<file path="src/cslt_pkg.sv">
// constants and types for the strap latch and pin configuration block
// assumes one core clock and an active-low asynchronous reset
// Function
// - capture every strap when reset releases; hold it as default afterwards
// - mode code weak pull-down selects bus master for i2c bridging
// - mode code weak pull-up selects bus slave for hub configuration
// - per port 1-6, each disable strap 0 means enabled; one strap at 1 alone leaves the port enabled
// - port disabled only when both D+ and D- straps are high
// - disabling the usb 2.0 side also disables the usb 3 side
// - fixed port strap: none, 3, 3-4, 3-5, 3-6, then reserved
// - charging strap: none, 1, 1-2, 1-3, 1-4, 1-6
// - each general pin is input or output; outputs drive low or high
// - each input pin selects internal pull-down or pull-up; reset holds both pulls off until the first edge after release
// - runtime pin writes come from slave bus or usb bridging
// - usb bridging requests are applied as pin configuration writes
package cslt_pkg;
  // ==========================================================
  // strap level codes
  localparam logic [2:0] LVL_WEAK_PD   = 3'h0;
  localparam logic [2:0] LVL_WEAK_PU   = 3'h1;
  localparam logic [2:0] LVL_MED_PD    = 3'h2;
  localparam logic [2:0] LVL_MED_PU    = 3'h3;
  localparam logic [2:0] LVL_STRONG_PD = 3'h4;
  localparam logic [2:0] LVL_STRONG_PU = 3'h5;
  // ==========================================================
  // sizes and reset values
  localparam int         NUM_PORTS     = 6;
  localparam int         NUM_PINS      = 8;
  localparam logic [2:0] RST_CODE      = 3'h0;
  localparam logic [5:0] RST_PORTS     = 6'h00;
  localparam logic [7:0] RST_PINS      = 8'h00;
  // ==========================================================
  // latch sequencer states
  typedef enum logic [2:0] {
    ST_RESET = 3'b001,
    ST_CAPTURE = 3'b010,
    ST_HOLD = 3'b100
  } cslt_state_type;
endpackage

</file>
<file path="src/cslt_strap_latch.sv">
// strap latch, decoder and general pin configuration registers
// assumes straps and levels are pins (synchronised here); write ports
// come from logic on clk_sys
module cslt_strap_latch (
  // clock and reset
  input  wire logic       clk_sys,
  input  wire logic       arst_n,
  // strap pins
  input  wire logic [2:0] modeStrap,
  input  wire logic [5:0] port_dplus_disable_strap,
  input  wire logic [5:0] port_dminus_disable_strap,
  input  wire logic [2:0] fixed_port_count_strap,
  input  wire logic [2:0] charging_ports_strap,
  // runtime pin configuration writes
  input  wire logic       slaveWrEn,
  input  wire logic [7:0] slaveWrDir,
  input  wire logic [7:0] slaveWrLevel,
  input  wire logic [7:0] slaveWrPullUp,
  input  wire logic       bridgeWrEn,
  input  wire logic [7:0] bridgeWrDir,
  input  wire logic [7:0] bridgeWrLevel,
  input  wire logic [7:0] bridgeWrPullUp,
  // general pins
  input  wire logic [7:0] general_pin_in,
  output logic      [7:0] general_pin_out,
  output logic      [7:0] general_pin_oe,
  output logic      [7:0] pinPullUpEn,
  output logic      [7:0] pinPullDownEn,
  output logic      [7:0] pinInputLevel,
  // decoded settings
  output logic            strapsValid,
  output logic            bridge_master_setting,
  output logic            config_slave_setting,
  output logic            modeReserved,
  output logic      [2:0] modeCode,
  output logic      [5:0] usb2PortDisabled,
  output logic      [5:0] usb3PortDisabled,
  output logic      [5:0] fixedPorts,
  output logic            fixedReserved,
  output logic      [5:0] chargingPorts
);

  // ==========================================================
  // input synchronisers, two flops each
  logic [20:0] syncA;
  logic [20:0] syncB;
  logic [7:0]  pinA;
  // strap flops carry no reset: they must already hold the pin levels
  // when reset releases, since capture reads them two edges later
  always_ff @(posedge clk_sys) begin
    syncA <= {modeStrap, port_dplus_disable_strap,
              port_dminus_disable_strap, fixed_port_count_strap,
              charging_ports_strap};
    syncB <= syncA;
  end
  // general pin levels, cleared by reset like every other output
  always_ff @(posedge clk_sys or negedge arst_n) begin
    if (!arst_n) begin
      pinA          <= cslt_pkg::RST_PINS;
      pinInputLevel <= cslt_pkg::RST_PINS;
    end else begin
      pinA          <= general_pin_in;
      pinInputLevel <= pinA;
    end
  end
  wire logic [2:0] sMode  = syncB[20:18];
  wire logic [5:0] sDisP  = syncB[17:12];
  wire logic [5:0] sDisM  = syncB[11:6];
  wire logic [2:0] sFixed = syncB[5:3];
  wire logic [2:0] sChg   = syncB[2:0];

  // ==========================================================
  // capture sequencer: one capture after reset release, then hold
  // reset itself cannot sample a port, so capture waits for sync depth
  cslt_pkg::cslt_state_type state;
  cslt_pkg::cslt_state_type next_state;
  always_comb begin
    next_state = state;
    unique case (state)
      cslt_pkg::ST_RESET:   next_state = cslt_pkg::ST_CAPTURE;
      cslt_pkg::ST_CAPTURE: next_state = cslt_pkg::ST_HOLD;
      cslt_pkg::ST_HOLD:    next_state = cslt_pkg::ST_HOLD;
      default:              next_state = cslt_pkg::ST_RESET;
    endcase
  end
  wire logic capture = (state == cslt_pkg::ST_CAPTURE);

  // ==========================================================
  // decode of synchronised straps
  logic       next_bm, next_cs, next_mr, next_fr;
  logic [5:0] next_u2, next_fx, next_ch;
  always_comb begin
    next_bm = (sMode == cslt_pkg::LVL_WEAK_PD);
    next_cs = (sMode == cslt_pkg::LVL_WEAK_PU);
    next_mr = !next_bm && !next_cs;
    next_u2 = sDisP & sDisM;
    next_fr = 1'b0;
    unique case (sFixed)
      cslt_pkg::LVL_WEAK_PD:   next_fx = 6'h00;
      cslt_pkg::LVL_WEAK_PU:   next_fx = 6'h04;
      cslt_pkg::LVL_MED_PD:    next_fx = 6'h0c;
      cslt_pkg::LVL_MED_PU:    next_fx = 6'h1c;
      cslt_pkg::LVL_STRONG_PD: next_fx = 6'h3c;
      default: begin
        next_fx = 6'h00;
        next_fr = 1'b1;
      end
    endcase
    unique case (sChg)
      cslt_pkg::LVL_WEAK_PU:   next_ch = 6'h01;
      cslt_pkg::LVL_MED_PD:    next_ch = 6'h03;
      cslt_pkg::LVL_MED_PU:    next_ch = 6'h07;
      cslt_pkg::LVL_STRONG_PD: next_ch = 6'h0f;
      cslt_pkg::LVL_STRONG_PU: next_ch = 6'h3f;
      default:                 next_ch = 6'h00;
    endcase
  end

  // next values of the latched settings: they move only in the single
  // capture cycle, so strap pins reused later cannot disturb them
  logic       next_valid;
  logic       next_master;
  logic       next_slave;
  logic       next_modeRes;
  logic [2:0] next_modeCode;
  logic [5:0] next_usb2;
  logic [5:0] next_usb3;
  logic [5:0] next_fixed;
  logic       next_fixedRes;
  logic [5:0] next_charging;
  always_comb begin
    next_valid    = strapsValid;
    next_master   = bridge_master_setting;
    next_slave    = config_slave_setting;
    next_modeRes  = modeReserved;
    next_modeCode = modeCode;
    next_usb2     = usb2PortDisabled;
    next_usb3     = usb3PortDisabled;
    next_fixed    = fixedPorts;
    next_fixedRes = fixedReserved;
    next_charging = chargingPorts;
    if (capture) begin
      next_valid    = 1'b1;
      next_master   = next_bm;
      next_slave    = next_cs;
      next_modeRes  = next_mr;
      next_modeCode = sMode;
      next_usb2     = next_u2;
      next_usb3     = next_u2;
      next_fixed    = next_fx;
      next_fixedRes = next_fr;
      next_charging = next_ch;
    end
  end

  // sequencer and latched settings, registered only
  always_ff @(posedge clk_sys or negedge arst_n) begin
    if (!arst_n) begin
      state                 <= cslt_pkg::ST_RESET;
      strapsValid           <= 1'b0;
      bridge_master_setting <= 1'b0;
      config_slave_setting  <= 1'b0;
      modeReserved          <= 1'b0;
      modeCode              <= cslt_pkg::RST_CODE;
      usb2PortDisabled      <= cslt_pkg::RST_PORTS;
      usb3PortDisabled      <= cslt_pkg::RST_PORTS;
      fixedPorts            <= cslt_pkg::RST_PORTS;
      fixedReserved         <= 1'b0;
      chargingPorts         <= cslt_pkg::RST_PORTS;
    end else begin
      state                 <= next_state;
      strapsValid           <= next_valid;
      bridge_master_setting <= next_master;
      config_slave_setting  <= next_slave;
      modeReserved          <= next_modeRes;
      modeCode              <= next_modeCode;
      usb2PortDisabled      <= next_usb2;
      usb3PortDisabled      <= next_usb3;
      fixedPorts            <= next_fixed;
      fixedReserved         <= next_fixedRes;
      chargingPorts         <= next_charging;
    end
  end

  // ==========================================================
  // general pin configuration; slave write wins if both in one cycle
  // pulls only act on input pins, so an output never fights its pull
  logic [7:0] next_dir, next_lvl, next_pu, next_pue, next_pde;
  always_comb begin
    next_dir = general_pin_oe;
    next_lvl = general_pin_out;
    next_pu  = pinPullUpEn;
    if (slaveWrEn) begin
      next_dir = slaveWrDir;
      next_lvl = slaveWrLevel;
      next_pu  = slaveWrPullUp;
    end else if (bridgeWrEn) begin
      next_dir = bridgeWrDir;
      next_lvl = bridgeWrLevel;
      next_pu  = bridgeWrPullUp;
    end
    next_pue = next_pu & ~next_dir;
    next_pde = ~next_pu & ~next_dir;
  end
  always_ff @(posedge clk_sys or negedge arst_n) begin
    if (!arst_n) begin
      general_pin_oe  <= cslt_pkg::RST_PINS;
      general_pin_out <= cslt_pkg::RST_PINS;
      pinPullUpEn     <= cslt_pkg::RST_PINS;
      pinPullDownEn   <= cslt_pkg::RST_PINS;
    end else begin
      general_pin_oe  <= next_dir;
      general_pin_out <= next_lvl;
      pinPullUpEn     <= next_pue;
      pinPullDownEn   <= next_pde;
    end
  end
endmodule

</file>
<file path="config.mk">
export PLATFORM = sky130hd
export DESIGN_NAME = cslt_strap_latch
export DESIGN_NICKNAME = d
export VERILOG_FILES = /design/src/cslt_pkg.sv /design/src/cslt_strap_latch.sv
export SDC_FILE = /design/constraint.sdc
export NUM_CORES = 1
export LEC_CHECK = 0
export ABC_AREA = 1
export BUFFER_PORTS_ARGS = -buffer_cell sky130_fd_sc_hd__buf_2
export CORE_ASPECT_RATIO = 1.2
export CORE_MARGIN = 5
export CORE_UTILIZATION = 43
export CTS_BUF_LIST = sky130_fd_sc_hd__clkbuf_4 sky130_fd_sc_hd__clkbuf_8 sky130_fd_sc_hd__clkbuf_16
export DETAILED_ROUTE_END_ITERATION = 16
export HOLD_SLACK_MARGIN = 0.05
export PLACE_DENSITY = 0.76
export REMOVE_ABC_BUFFERS = 1
export SYNTH_ARGS = -nofsm -noshare
export SYNTH_HDL_FRONTEND = slang
export SYNTH_SLANG_ARGS = --single-unit
</file>
<file path="constraint.sdc">
create_clock -name clk_sys -period 1 [get_ports clk_sys]
set_input_delay 0.25 -clock clk_sys [delete_from_list [all_inputs] [get_ports clk_sys]]
set_output_delay 0.25 -clock clk_sys [all_outputs]
set_load 0.01 [all_outputs]
</file>
==> Word level (Yosys, flattened, before mapping) <==
Index checks and enable logic that the tools add are counted.
{ "word_totals": {"reg_bits": 119, "latch_bits": 0, "ram_bits": 0, "mem_bits_ro": 0, "input_bits": 81, "out_inout_bits": 72, "word_cells": 54, "memories": 0} }
{ "op_classes": {"n_addsub": 0, "mul": 0, "div": 0, "order_cmp": 0, "eq_ne": 13, "shifts": 0, "muxes": 10, "bitwise_logic": 5, "n_reduce_logical": 8} }
{ "ops": {"columns": ["cell", "n"], "rows": [
  ["8-bit two-way mux", 6],
  ["6-bit case mux with 5 select lines", 1],
  ["6-bit case mux with 4 select lines", 1],
  ["8-bit AND", 2],
  ["8-bit NOT", 2],
  ["3-bit by 2-bit equality test with 1-bit output (second input constant)", 5],
  ["3-bit by 1-bit equality test with 1-bit output (second input constant)", 4],
  ["3-bit equality test (second input constant)", 4],
  ["6-bit AND", 1],
  ["3-bit zero test", 2],
  ["3-bit case mux with 2 select lines", 1],
  ["5-bit OR reduction", 1],
  ["1-bit zero test", 2],
  ["2-bit nonzero test", 1],
  ["2-bit OR reduction", 1],
  ["1-bit logical AND", 1],
  ["1-bit two-way mux", 1]
]} }

==> Logic depth before layout (Yosys ltp) <==
Gate-level depths: netlist of the first run.
{ "logic_depth": {"depth_word": 4, "mapped_depth": 8, "depth_no_buf": 6} }

==> Least setup slack after synthesis of the first run <==
OpenSTA, ideal clock, no wires.
{ "synth_path": {"path_kind": "reg2reg", "start": "register state[0]", "end": "register chargingPorts[1]", "setup_time_ns": 0.130, "t_arrival_ns": 0.997, "t_required_ns": 0.870, "setup_slack_ns": -0.127, "stages_incl_launch_ff": 5, "path_buffers": 1, "synth_period_minus_slack_ns": 1.127, "path_cell_list": "dfstp_2 -> inv_1 -> nand3_2 -> clkbuf_1 -> o21ai_0"} }
{ "synth_between": {"elab_chain_cells": 1} }
{ "synth_rtl": {"columns": ["element", "line", "source"], "rows": [
  ["from (decl)", "cslt_strap_latch.sv:75", "cslt_pkg::cslt_state_type state;"],
  ["from (signal assigned)", "cslt_strap_latch.sv:159", "state <= cslt_pkg::ST_RESET;"],
  ["from (signal assigned)", "cslt_strap_latch.sv:171", "state <= next_state;"],
  ["3-bit by 2-bit equality test with 1-bit output", "cslt_strap_latch.sv:86", "wire logic capture = (state == cslt_pkg::ST_CAPTURE);"],
  ["to (signal assigned)", "cslt_strap_latch.sv:169", "chargingPorts <= cslt_pkg::RST_PORTS;"],
  ["to (signal assigned)", "cslt_strap_latch.sv:181", "chargingPorts <= next_charging;"],
  ["to (decl)", "cslt_strap_latch.sv:40", "output logic [5:0] chargingPorts"]
]} }
Every way passes these cells.
A chain may end at the register's enable or synchronous reset.

==> Worst setup path after layout of the first run <==
{ "layout_path": {"start": "register usb3PortDisabled[3]", "end": "output port usb3PortDisabled[3]"} }
{ "layout_lines": {"columns": ["element", "line", "source"], "rows": [
  ["from (decl)", "cslt_strap_latch.sv:37", "output logic [5:0] usb3PortDisabled,"],
  ["from (signal assigned)", "cslt_strap_latch.sv:166", "usb3PortDisabled <= cslt_pkg::RST_PORTS;"],
  ["from (signal assigned)", "cslt_strap_latch.sv:178", "usb3PortDisabled <= next_usb3;"]
]} }
No word-level cell between the ends.

==> flow_metrics.tcl, run 1 <==
set metrics [dict create \
    slew_violations 0 \
    setup_slack_ps -330 \
    gp_congestion 0.821 \
    power_density_nw_per_um2 1840 \
    drc_errors 0 \
    grt_pass1_wl_microns 16300 \
    fin_crit_ps 1330 \
    port_buffers 150 \
    cts-buffers-inserted 17 \
    clk_path_buf_depth 2 \
    cp-end-kind "primary output" \
    initial_core_util 0.436 \
    grt_usage 0.188 \
    vias_per_cell 4.47 \
    cts_sinks 116 \
    worstPathArrival_ps 1080 \
    hold_viol 0 \
    ioPinCount 153 \
    hpwlAfterDp_microns 6370 \
    syn2layout_area_growth_pct 67.6 \
    die_x_microns 96.9 \
    startpoint_type "register" \
    r2r_start "state[0]$_DFF_PN1_" \
    synthCells 371 \
    hp-start "slaveWrDir[4]" \
    ant_nets 0 \
    synth_seq_cells 116 \
    reg2reg_depth 7 \
    diodes 0 \
    first_pass_iters 4 \
    clk_pin_slew_ps 50 \
    grt_max_degree 36 \
    status "finished, violations left" \
    fin_crit_sh 1.33 \
    cp.required_ps 750 \
    r2r_end "chargingPorts[2]$_DFFE_PN0N_" \
    ys_types 26 \
    leakagePower_nw 3.36 \
    clk_latency_ps 510 \
    seq_area_frac_synth 0.691 \
    holdPathEnd "general_pin_oe[4]$_DFF_PN0_" \
    cts_tree "done" \
    violations "negative setup slack" \
    design_area_sq_um 6530 \
    routedWlPerCell_microns 14.6 \
    synth_warnings 0 \
    grt_overflow 0 \
    setup_tns_ps -23870 \
    path_buf_inv 1 \
    fin_util 0.731 \
    fp.dieH_microns 114 \
    design.core.area_sq_um 8940 \
    cp_max_fo 3 \
    clock.fmax_mhz 752 \
    ir_drop_mv 1.37 \
    root_buffer "clkbuf_8" \
    holdCritPathClass "input pin to register" \
    fill_cells 615 \
    cts_max_level 4 \
    drtIter0Drc 86 \
    std_cell_rows 38 \
    rsz0062_at_grt "true" \
    worstSetupPathType "register to primary output" \
    finalPower_mw 12.0 \
    cp_slowest_cell "dfrtp_1" \
    max_cap_viol_count 0 \
    fin_nets 708 \
    synth_area_per_cell_sq_um 10.5 \
    r2r_slack_ps -250 \
    routed_wl_microns 11100 \
    critical-path-max-stage-delay_ps 410 \
    fin_worst_skew_ps 7.66 \
    crit_family "flip-flops" \
    cp_cell_sequence "buf_2" \
    drive_gt1_frac 0.490 \
    dieArea_sq_um 11100 \
    dpl_cell_area_sq_um 4830 \
    antenna_found_initial 0 \
    whs_path_depth 4 \
    setup_viol 96 \
    via_count 3396 \
    grt_pass1_vias 3467 \
    netlist_area_sq_um 3900 \
]
## synthesized netlist by cell type
library cell / instances / area share
ha_1: 1 / 0.0032
dfxtp_1: 42 / 0.22
buf_6: 4 / 0.012
dfstp_2: 1 / 0.0067
inv_4: 1 / 0.0016
o21ai_0: 14 / 0.018
clkbuf_4: 1 / 0.0019
nor3_1: 10 / 0.013
o22ai_1: 8 / 0.013
nand3_1: 22 / 0.028
a21oi_1: 1 / 0.0013
dfrtp_1: 73 / 0.47
nor2_1: 15 / 0.014
nor2_2: 6 / 0.0096
nand2_2: 5 / 0.0080
or2_2: 3 / 0.0048
clkbuf_1: 1 / 0.00096
inv_1: 22 / 0.021
buf_2: 4 / 0.0051
conb_1: 1 / 0.00096
or2_1: 4 / 0.0064
inv_2: 7 / 0.0067
or2_0: 10 / 0.016
nand3_2: 1 / 0.0026
nand2_1: 103 / 0.099
buf_4: 11 / 0.021
## metrics by stage
step / hold slack (ps) / setup WS, ps / cells
floorplan: -45.6 / -269 / 351
global placement: 98.5 / -99.0 / 639
detailed placement: 101 / -154 / 639
CTS: 50.2 / -356 / 742
global route: 63.7 / -379 / 759
finish: 74.3 / -330 / 759
## cell type report
class / instances / area [sq um] / area share
Clock buffer: 22 / 493 / 0.0755
Multi-Input combinational cell: 205 / 1160 / 0.178
Inverter: 30 / 115 / 0.0176
Timing Repair Buffer: 256 / 1850 / 0.283
Sequential cell: 116 / 2700 / 0.412
Clock inverter: 10 / 67.6 / 0.0103
Tap cell: 120 / 150 / 0.0230
## layout by cell type, fill, tap and decap left out, drive strengths merged
cell         instances
ha                   1
dfxtp               42
nor3                10
dlygate4sd3         48
o22ai                8
dfrtp               73
conb                 2
buf                208
nor2                21
inv                 36
nand3               23
a21oi                1
nand2              108
or2                 17
clkbuf              22
clkinv               4
dfstp                1
o21ai               14
## power by group
group	internal [mW]	total, mW	switching, mW
registers	4.97	5.11	0.142
clock network	3.47	5.56	2.10
logic	0.699	1.36	0.661
## registers in the layout (all words and copies together) (netlist names)
signal	count
pinPullUpEn	8
pinInputLevel	8
modeCode	3
syncA	21
pinPullDownEn	8
strapsValid	1
chargingPorts	5
pinA	8
bridge_master_setting	1
general_pin_oe	8
usb3PortDisabled	6
general_pin_out	8
fixedReserved	1
modeReserved	1
syncB	21
fixedPorts	4
config_slave_setting	1
state	3
## what timing repair did
item,4_1_cts,5_1_grt
hold buffers,48,0
setup endpoints to repair,95,95
pin swaps,6,8
buffers inserted,22,19
endpoints found under the hold margin,114,0
cloned,2,0
gates resized for setup,43,52
## routing by layer
| metal | wire length [microns] | vias up | global-route usage |
|---|---|---|---|
| met5 | 0 | - | 0 |
| li1 | - | 1657 | - |
| met4 | 311 | 0 | 0.101 |
| met1 | 3960 | 1616 | 0.199 |
| met2 | 6400 | 95 | 0.337 |
| met3 | 415 | 28 | 0.0567 |
## kinds of logic (layout without fill, tap and decap cells)
group,after synthesis,in the layout,share of synthesized area
and+or+nand+nor,179,179,0.202
DFF,116,116,0.691
buffers and inverters,51,318,0.0703
AOI/OAI and AO/OA,23,23,0.0321
adders and majority gates,1,1,0.00321
other,1,2,0.000962
## how the worst max path moves through the flow
stage | slack [ps] | depth (start not counted) | startpoint | end
global route | -380 | 1 | usb3PortDisabled[0]$_DFFE_PN0N_ | usb2PortDisabled[0]
detailed placement | -150 | 5 | slaveWrEn | general_pin_out[5]$_DFFE_PN0P_
global placement | -100 | 3 | state[0]$_DFF_PN1_ | strapsValid$_DFFE_PN0N_
finish | -330 | 1 | usb3PortDisabled[3]$_DFFE_PN0N_ | usb3PortDisabled[3]
floorplan | -270 | 4 | state[2]$_DFF_PN0_ | modeReserved$_DFFE_PN0N_
CTS | -360 | 1 | usb3PortDisabled[5]$_DFFE_PN0N_ | usb3PortDisabled[5]
Power figures use the tool's default switching activity.
==> run 2, diff against run 1 <==
--- a/config.mk
+++ b/config.mk
@@ -9,11 +9,11 @@
 export BUFFER_PORTS_ARGS = -buffer_cell sky130_fd_sc_hd__buf_2
 export CORE_ASPECT_RATIO = 1.2
 export CORE_MARGIN = 5
-export CORE_UTILIZATION = 43
-export CTS_BUF_LIST = sky130_fd_sc_hd__clkbuf_4 sky130_fd_sc_hd__clkbuf_8 sky130_fd_sc_hd__clkbuf_16
+export CORE_UTILIZATION = 45
+export CTS_BUF_LIST = sky130_fd_sc_hd__clkbuf_8
 export DETAILED_ROUTE_END_ITERATION = 16
 export HOLD_SLACK_MARGIN = 0.05
-export PLACE_DENSITY = 0.76
+export PLACE_DENSITY = 0.79
 export REMOVE_ABC_BUFFERS = 1
 export SYNTH_ARGS = -nofsm -noshare
 export SYNTH_HDL_FRONTEND = slang
==> flow_metrics.tcl, run 2 (synthesis gave the netlist of run 1 again) <==
set metrics [dict create \
    die_x_microns 95.0 \
    hp-start "bridgeWrLevel[1]" \
    cp_slowest_cell "dfrtp_1" \
    crit_family "flip-flops" \
    antenna_found_initial 0 \
    fin_nets 677 \
    drtIter0Drc 127 \
    ant_nets 0 \
    startpoint_type "register" \
    gp_congestion 0.855 \
    r2r_slack_ps -200 \
    holdWs_ps 88.5 \
    design_area_sq_um 6090 \
    r2r_end "fixedPorts[3]$_DFFE_PN0N_" \
    fin_crit_sh 1.23 \
    reg2reg_depth 7 \
    crit_end "modeCode[0]" \
    reg.largest.list "syncA (21), syncB (21)" \
    setup_tns_ps -15570 \
    fill_cells 631 \
    max_cap_viol_count 0 \
    cp_cell_sequence "buf_2" \
    setup_viol 95 \
    clk_pin_slew_ps 70 \
    grt_pass1_wl_microns 15900 \
    hold_viol 0 \
    fp.dieH_microns 112 \
    ioPinCount 153 \
    clk_path_buf_depth 2 \
    r2r_start "state[0]$_DFF_PN1_" \
    via_count 3296 \
    port_buffers 150 \
    cts_tree "done" \
    cts_max_level 4 \
    worstSetupPathType "register to primary output" \
    syn2layout_area_growth_pct 56.1 \
    setup_slack_ps -232 \
    cts-buffers-inserted 17 \
    routed_wl_microns 10300 \
    mostFrequentLayoutCell "buf_2" \
    violations "negative setup slack" \
    dp_cells 632 \
    root_buffer "clkbuf_8" \
    cp_max_fo 2 \
    status "finished, violations left" \
    rsz0062_at_grt "true" \
    std_cell_rows 37 \
    drive_gt1_frac 0.492 \
    grt_max_degree 35 \
    ir_drop_mv 1.18 \
    cp.required_ps 750 \
    grt_pass1_vias 3431 \
    holdCritPathClass "input pin to register" \
    cts_sinks 116 \
    grt_overflow 0 \
    fin_worst_skew_ps 9.62 \
    grt_usage 0.195 \
    vias_per_cell 4.55 \
    crit_start "modeCode[0]$_DFFE_PN0N_" \
    initial_core_util 0.458 \
    dpl_cell_area_sq_um 4800 \
    power_density_nw_per_um2 1730 \
    first_pass_iters 4 \
    path_buf_inv 1 \
    clk_latency_ps 400 \
    slew_violations 0 \
    diodes 0 \
    dieArea_sq_um 10600 \
    critical-path-max-stage-delay_ps 430 \
    cp-end-kind "primary output" \
    stdcell_count 725 \
    path_depth 1 \
    routedWlPerCell_microns 14.2 \
    worstPathArrival_ps 980 \
    final_cell_mix "buf_2, nand2_1, dfrtp_1" \
    leakagePower_nw 3.14 \
    dp_slack_ps -152 \
    design.core.area_sq_um 8520 \
    clock.fmax_mhz 812 \
    fin_crit_ps 1230 \
    drc_errors 0 \
    hpwlAfterDp_microns 6460 \
]
==> run 2: cell types whose count changed in the layout (fill, tap and decap cells not counted), sizes merged <==
| cell | delta |
|---|---|
| bufinv | +1 |
| dlygate4sd3 | -18 |
| clkinv | -1 |
| inv | +4 |
| clkbuf | -4 |
| buf | -13 |
==> run 2: metrics by stage <==
| step | power, mW | utilization |
|---|---|---|
| floorplan | 5.58 | - |
| global placement | 6.13 | 0.563 |
| CTS | 10.5 | 0.688 |
| global route | 11.0 | 0.714 |
| detailed placement | 6.16 | 0.563 |
| finish | 10.5 | 0.714 |
==> run 2: worst register-to-register path, delay by kind of cell, from the launching register on <==
family / cells / cell delay (ps)
buffers and inverters: 4 / 330
flip-flops: 1 / 560
AND/OR/NAND/NOR: 3 / 200
==> run 2: layer usage <==
| metal | part of all wire | up-vias | wire (microns) | GRT usage |
|---|---|---|---|---|
| met5 | 0 | - | 0 | 0 |
| met4 | 0.020 | 0 | 206 | 0.0924 |
| met3 | 0.039 | 16 | 400 | 0.0446 |
| met2 | 0.58 | 95 | 5980 | 0.359 |
| met1 | 0.36 | 1587 | 3720 | 0.202 |
| li1 | - | 1598 | - | - |
==> run 2: timing repair <==
item                                   4_1_cts  5_1_grt
buffers inserted                            17       14
gates resized for setup                     54       51
hold buffers                                30        0
setup endpoints to repair                   95       99
endpoints found under the hold margin      103        0
gates cloned                                 4        0
pin swaps                                    9       14
==> run 2: worst min-delay path by stage <==
| stage | end | slack (ps) | cells past startpoint |
|---|---|---|---|
| floorplan | bridge_master_setting$_DFFE_PN0N_ | -50 | 0 |
| global placement | general_pin_out[0]$_DFFE_PN0P_ | 140 | 1 |
| detailed placement | general_pin_out[5]$_DFFE_PN0P_ | 140 | 1 |
| CTS | general_pin_out[4]$_DFFE_PN0P_ | 60 | 3 |
| global route | general_pin_out[4]$_DFFE_PN0P_ | 70 | 3 |
| finish | general_pin_out[1]$_DFFE_PN0P_ | 90 | 3 |
==> run 2: power breakdown <==
group	leakage, nW	switching, mW	internal [mW]
clock network	0.205	2.00	2.12
registers	1.25	0.153	4.96
logic	1.69	0.625	0.654
==> run 2: area by class of cell <==
| cell class | instances | area, sq um | share of cell area |
|---|---|---|---|
| Clock inverter | 14 | 141 | 0.0232 |
| Clock buffer | 18 | 248 | 0.0407 |
| Inverter | 30 | 115 | 0.0189 |
| Sequential cell | 116 | 2690 | 0.443 |
| Multi-Input combinational cell | 205 | 1140 | 0.188 |
| Timing Repair Buffer | 225 | 1600 | 0.262 |
| Tap cell | 117 | 146 | 0.0241 |
==> run 3, diff against run 2 <==
--- a/config.mk
+++ b/config.mk
@@ -9,11 +9,11 @@
 export BUFFER_PORTS_ARGS = -buffer_cell sky130_fd_sc_hd__buf_2
 export CORE_ASPECT_RATIO = 1.2
 export CORE_MARGIN = 5
-export CORE_UTILIZATION = 45
+export CORE_UTILIZATION = 54
 export CTS_BUF_LIST = sky130_fd_sc_hd__clkbuf_8
 export DETAILED_ROUTE_END_ITERATION = 16
 export HOLD_SLACK_MARGIN = 0.05
-export PLACE_DENSITY = 0.79
+export PLACE_DENSITY = 0.88
 export REMOVE_ABC_BUFFERS = 1
 export SYNTH_ARGS = -nofsm -noshare
 export SYNTH_HDL_FRONTEND = slang
==> constraint.sdc (replaced) <==
create_clock -name clk_sys -period 1.6 [get_ports clk_sys]
set_input_delay 0.4 -clock clk_sys [delete_from_list [all_inputs] [get_ports clk_sys]]
set_output_delay 0.4 -clock clk_sys [all_outputs]
set_load 0.01 [all_outputs]
==> flow_metrics.tcl, run 3 (synthesis gave the netlist of run 1 again) <==
set metrics [dict create \
    cts-buffers-inserted 17 \
    design.core.area_sq_um 7150 \
    ir_drop_mv 0.837 \
    syn2layout_area_growth_pct 34.5 \
    p_switching_mw 1.75 \
    swShare 0.272 \
    seq_power_share 0.496 \
    finalPower_mw 6.42 \
    max_cap_viol_count 0 \
    grt_overflow 0 \
    grt_pass1_vias 3225 \
    hold_viol 0 \
    r2r_slack_ps 190 \
    first_pass_iters 4 \
    root_buffer "clkbuf_8" \
    clk_path_buf_depth 2 \
    initial_core_util 0.545 \
    startpoint_type "register" \
    post_cts_buffers 0 \
    dpl_cell_area_sq_um 4670 \
    diodes 0 \
    worstSetupPathType "register to register" \
    final_cell_mix "buf_2, nand2_1, dfrtp_1" \
    grt_pass1_wl_microns 14400 \
    setup_tns_ps 0 \
    cp.required_ps 1920 \
    fp.dieH_microns 103 \
    cp-end-kind "register" \
    mostFrequentLayoutCell "buf_2" \
    routedWlPerCell_microns 13.9 \
    rsz0062_at_grt "false" \
    via_count 3091 \
    fin_util 0.734 \
    dp_cells 597 \
    dp_slack_ps 216 \
    clock.fmax_mhz 710 \
    pwr-share-comb 0.098 \
    die_x_microns 87.6 \
    status "finished clean" \
    fill_cells 503 \
    fin_worst_skew_ps 12.8 \
    antenna_found_initial 0 \
    p_clk_frac 0.407 \
    ioPinCount 153 \
    dieArea_sq_um 9020 \
    slew_violations 0 \
    drive_gt1_frac 0.380 \
    fin_crit_sh 0.881 \
    drc_errors 0 \
    fin_nets 627 \
    reg.largest.list "syncA (21), syncB (21)" \
    vias_per_cell 4.77 \
    clk_latency_ps 420 \
    fin_crit_ps 1410 \
    routed_wl_microns 9040 \
    cts_max_level 4 \
    design_area_sq_um 5240 \
    cp_max_fo 19 \
    p_int_mw 4.67 \
    hpwlAfterDp_microns 6350 \
    setup_viol 0 \
    worstPathArrival_ps 1730 \
    gp_congestion 0.808 \
    setup_slack_ps 191 \
    grt_max_degree 42 \
    ant_nets 0 \
    clk_pin_slew_ps 70 \
    grt_usage 0.212 \
    leakagePower_nw 2.80 \
    cts_tree "done" \
    holdWs_ps 82.6 \
    power_density_nw_per_um2 1220 \
    std_cell_rows 34 \
    port_buffers 150 \
    drtIter0Drc 100 \
    stdcell_count 648 \
    holdCritPathClass "input pin to register" \
    cts_sinks 116 \
]
[run 3: final timing paths]
check	startpoint	to	cells after the start
max	state[2]$_DFF_PN0_	usb3PortDisabled[3]$_DFFE_PN0N_	4
min in group asynchronous	arst_n	pinA[6]$_DFF_PN0_	2
max in group asynchronous	arst_n	usb3PortDisabled[5]$_DFFE_PN0N_	3
max reg2reg	state[2]$_DFF_PN0_	usb3PortDisabled[3]$_DFFE_PN0N_	4
min	fixed_port_count_strap[2]	syncA[5]$_DFF_P_	1
min reg2reg	syncA[3]$_DFF_P_	syncB[3]$_DFF_P_	0
[run 3: timing repair]
| item | in CTS | in global routing |
|---|---|---|
| hold buffers | 17 | 2 |
| hold endpoints to repair | 37 | 2 |
| resized for setup | 0 | 0 |
[run 3: cell type report]
| type | count | area, sq um | area share |
|---|---|---|---|
| inverter | 30 | 115 | 0.0220 |
| clock buffer | 17 | 234 | 0.0446 |
| tap | 90 | 113 | 0.0215 |
| sequential | 116 | 2690 | 0.514 |
| timing repair buffer | 175 | 1000 | 0.191 |
| multi-input combinational | 205 | 933 | 0.178 |
| clock inverter | 15 | 153 | 0.0291 |
[run 3: power groups by stage]
stage	sequential, mW	combinational, mW	clock [mW]
2_1_floorplan	3.29	0.198	0
3_3_place_gp	3.23	0.571	0
3_5_place_dp	3.24	0.593	0
4_1_cts	3.18	0.629	2.67
5_1_grt	3.20	0.704	2.81
6_report	3.18	0.628	2.61
[run 3: per-layer routing]
layer  part of all wire  GRT usage
met1               0.36      0.224
met2               0.55      0.376
met3              0.058     0.0584
met4              0.029      0.123
met5                  0          0
[run 3: worst max-delay path, stage by stage, from the launching register on]
cell and delay [ps]:
dfrtp_1 390, inv_1 90, nand3_2 330, buf_4 310
o21ai_0 190
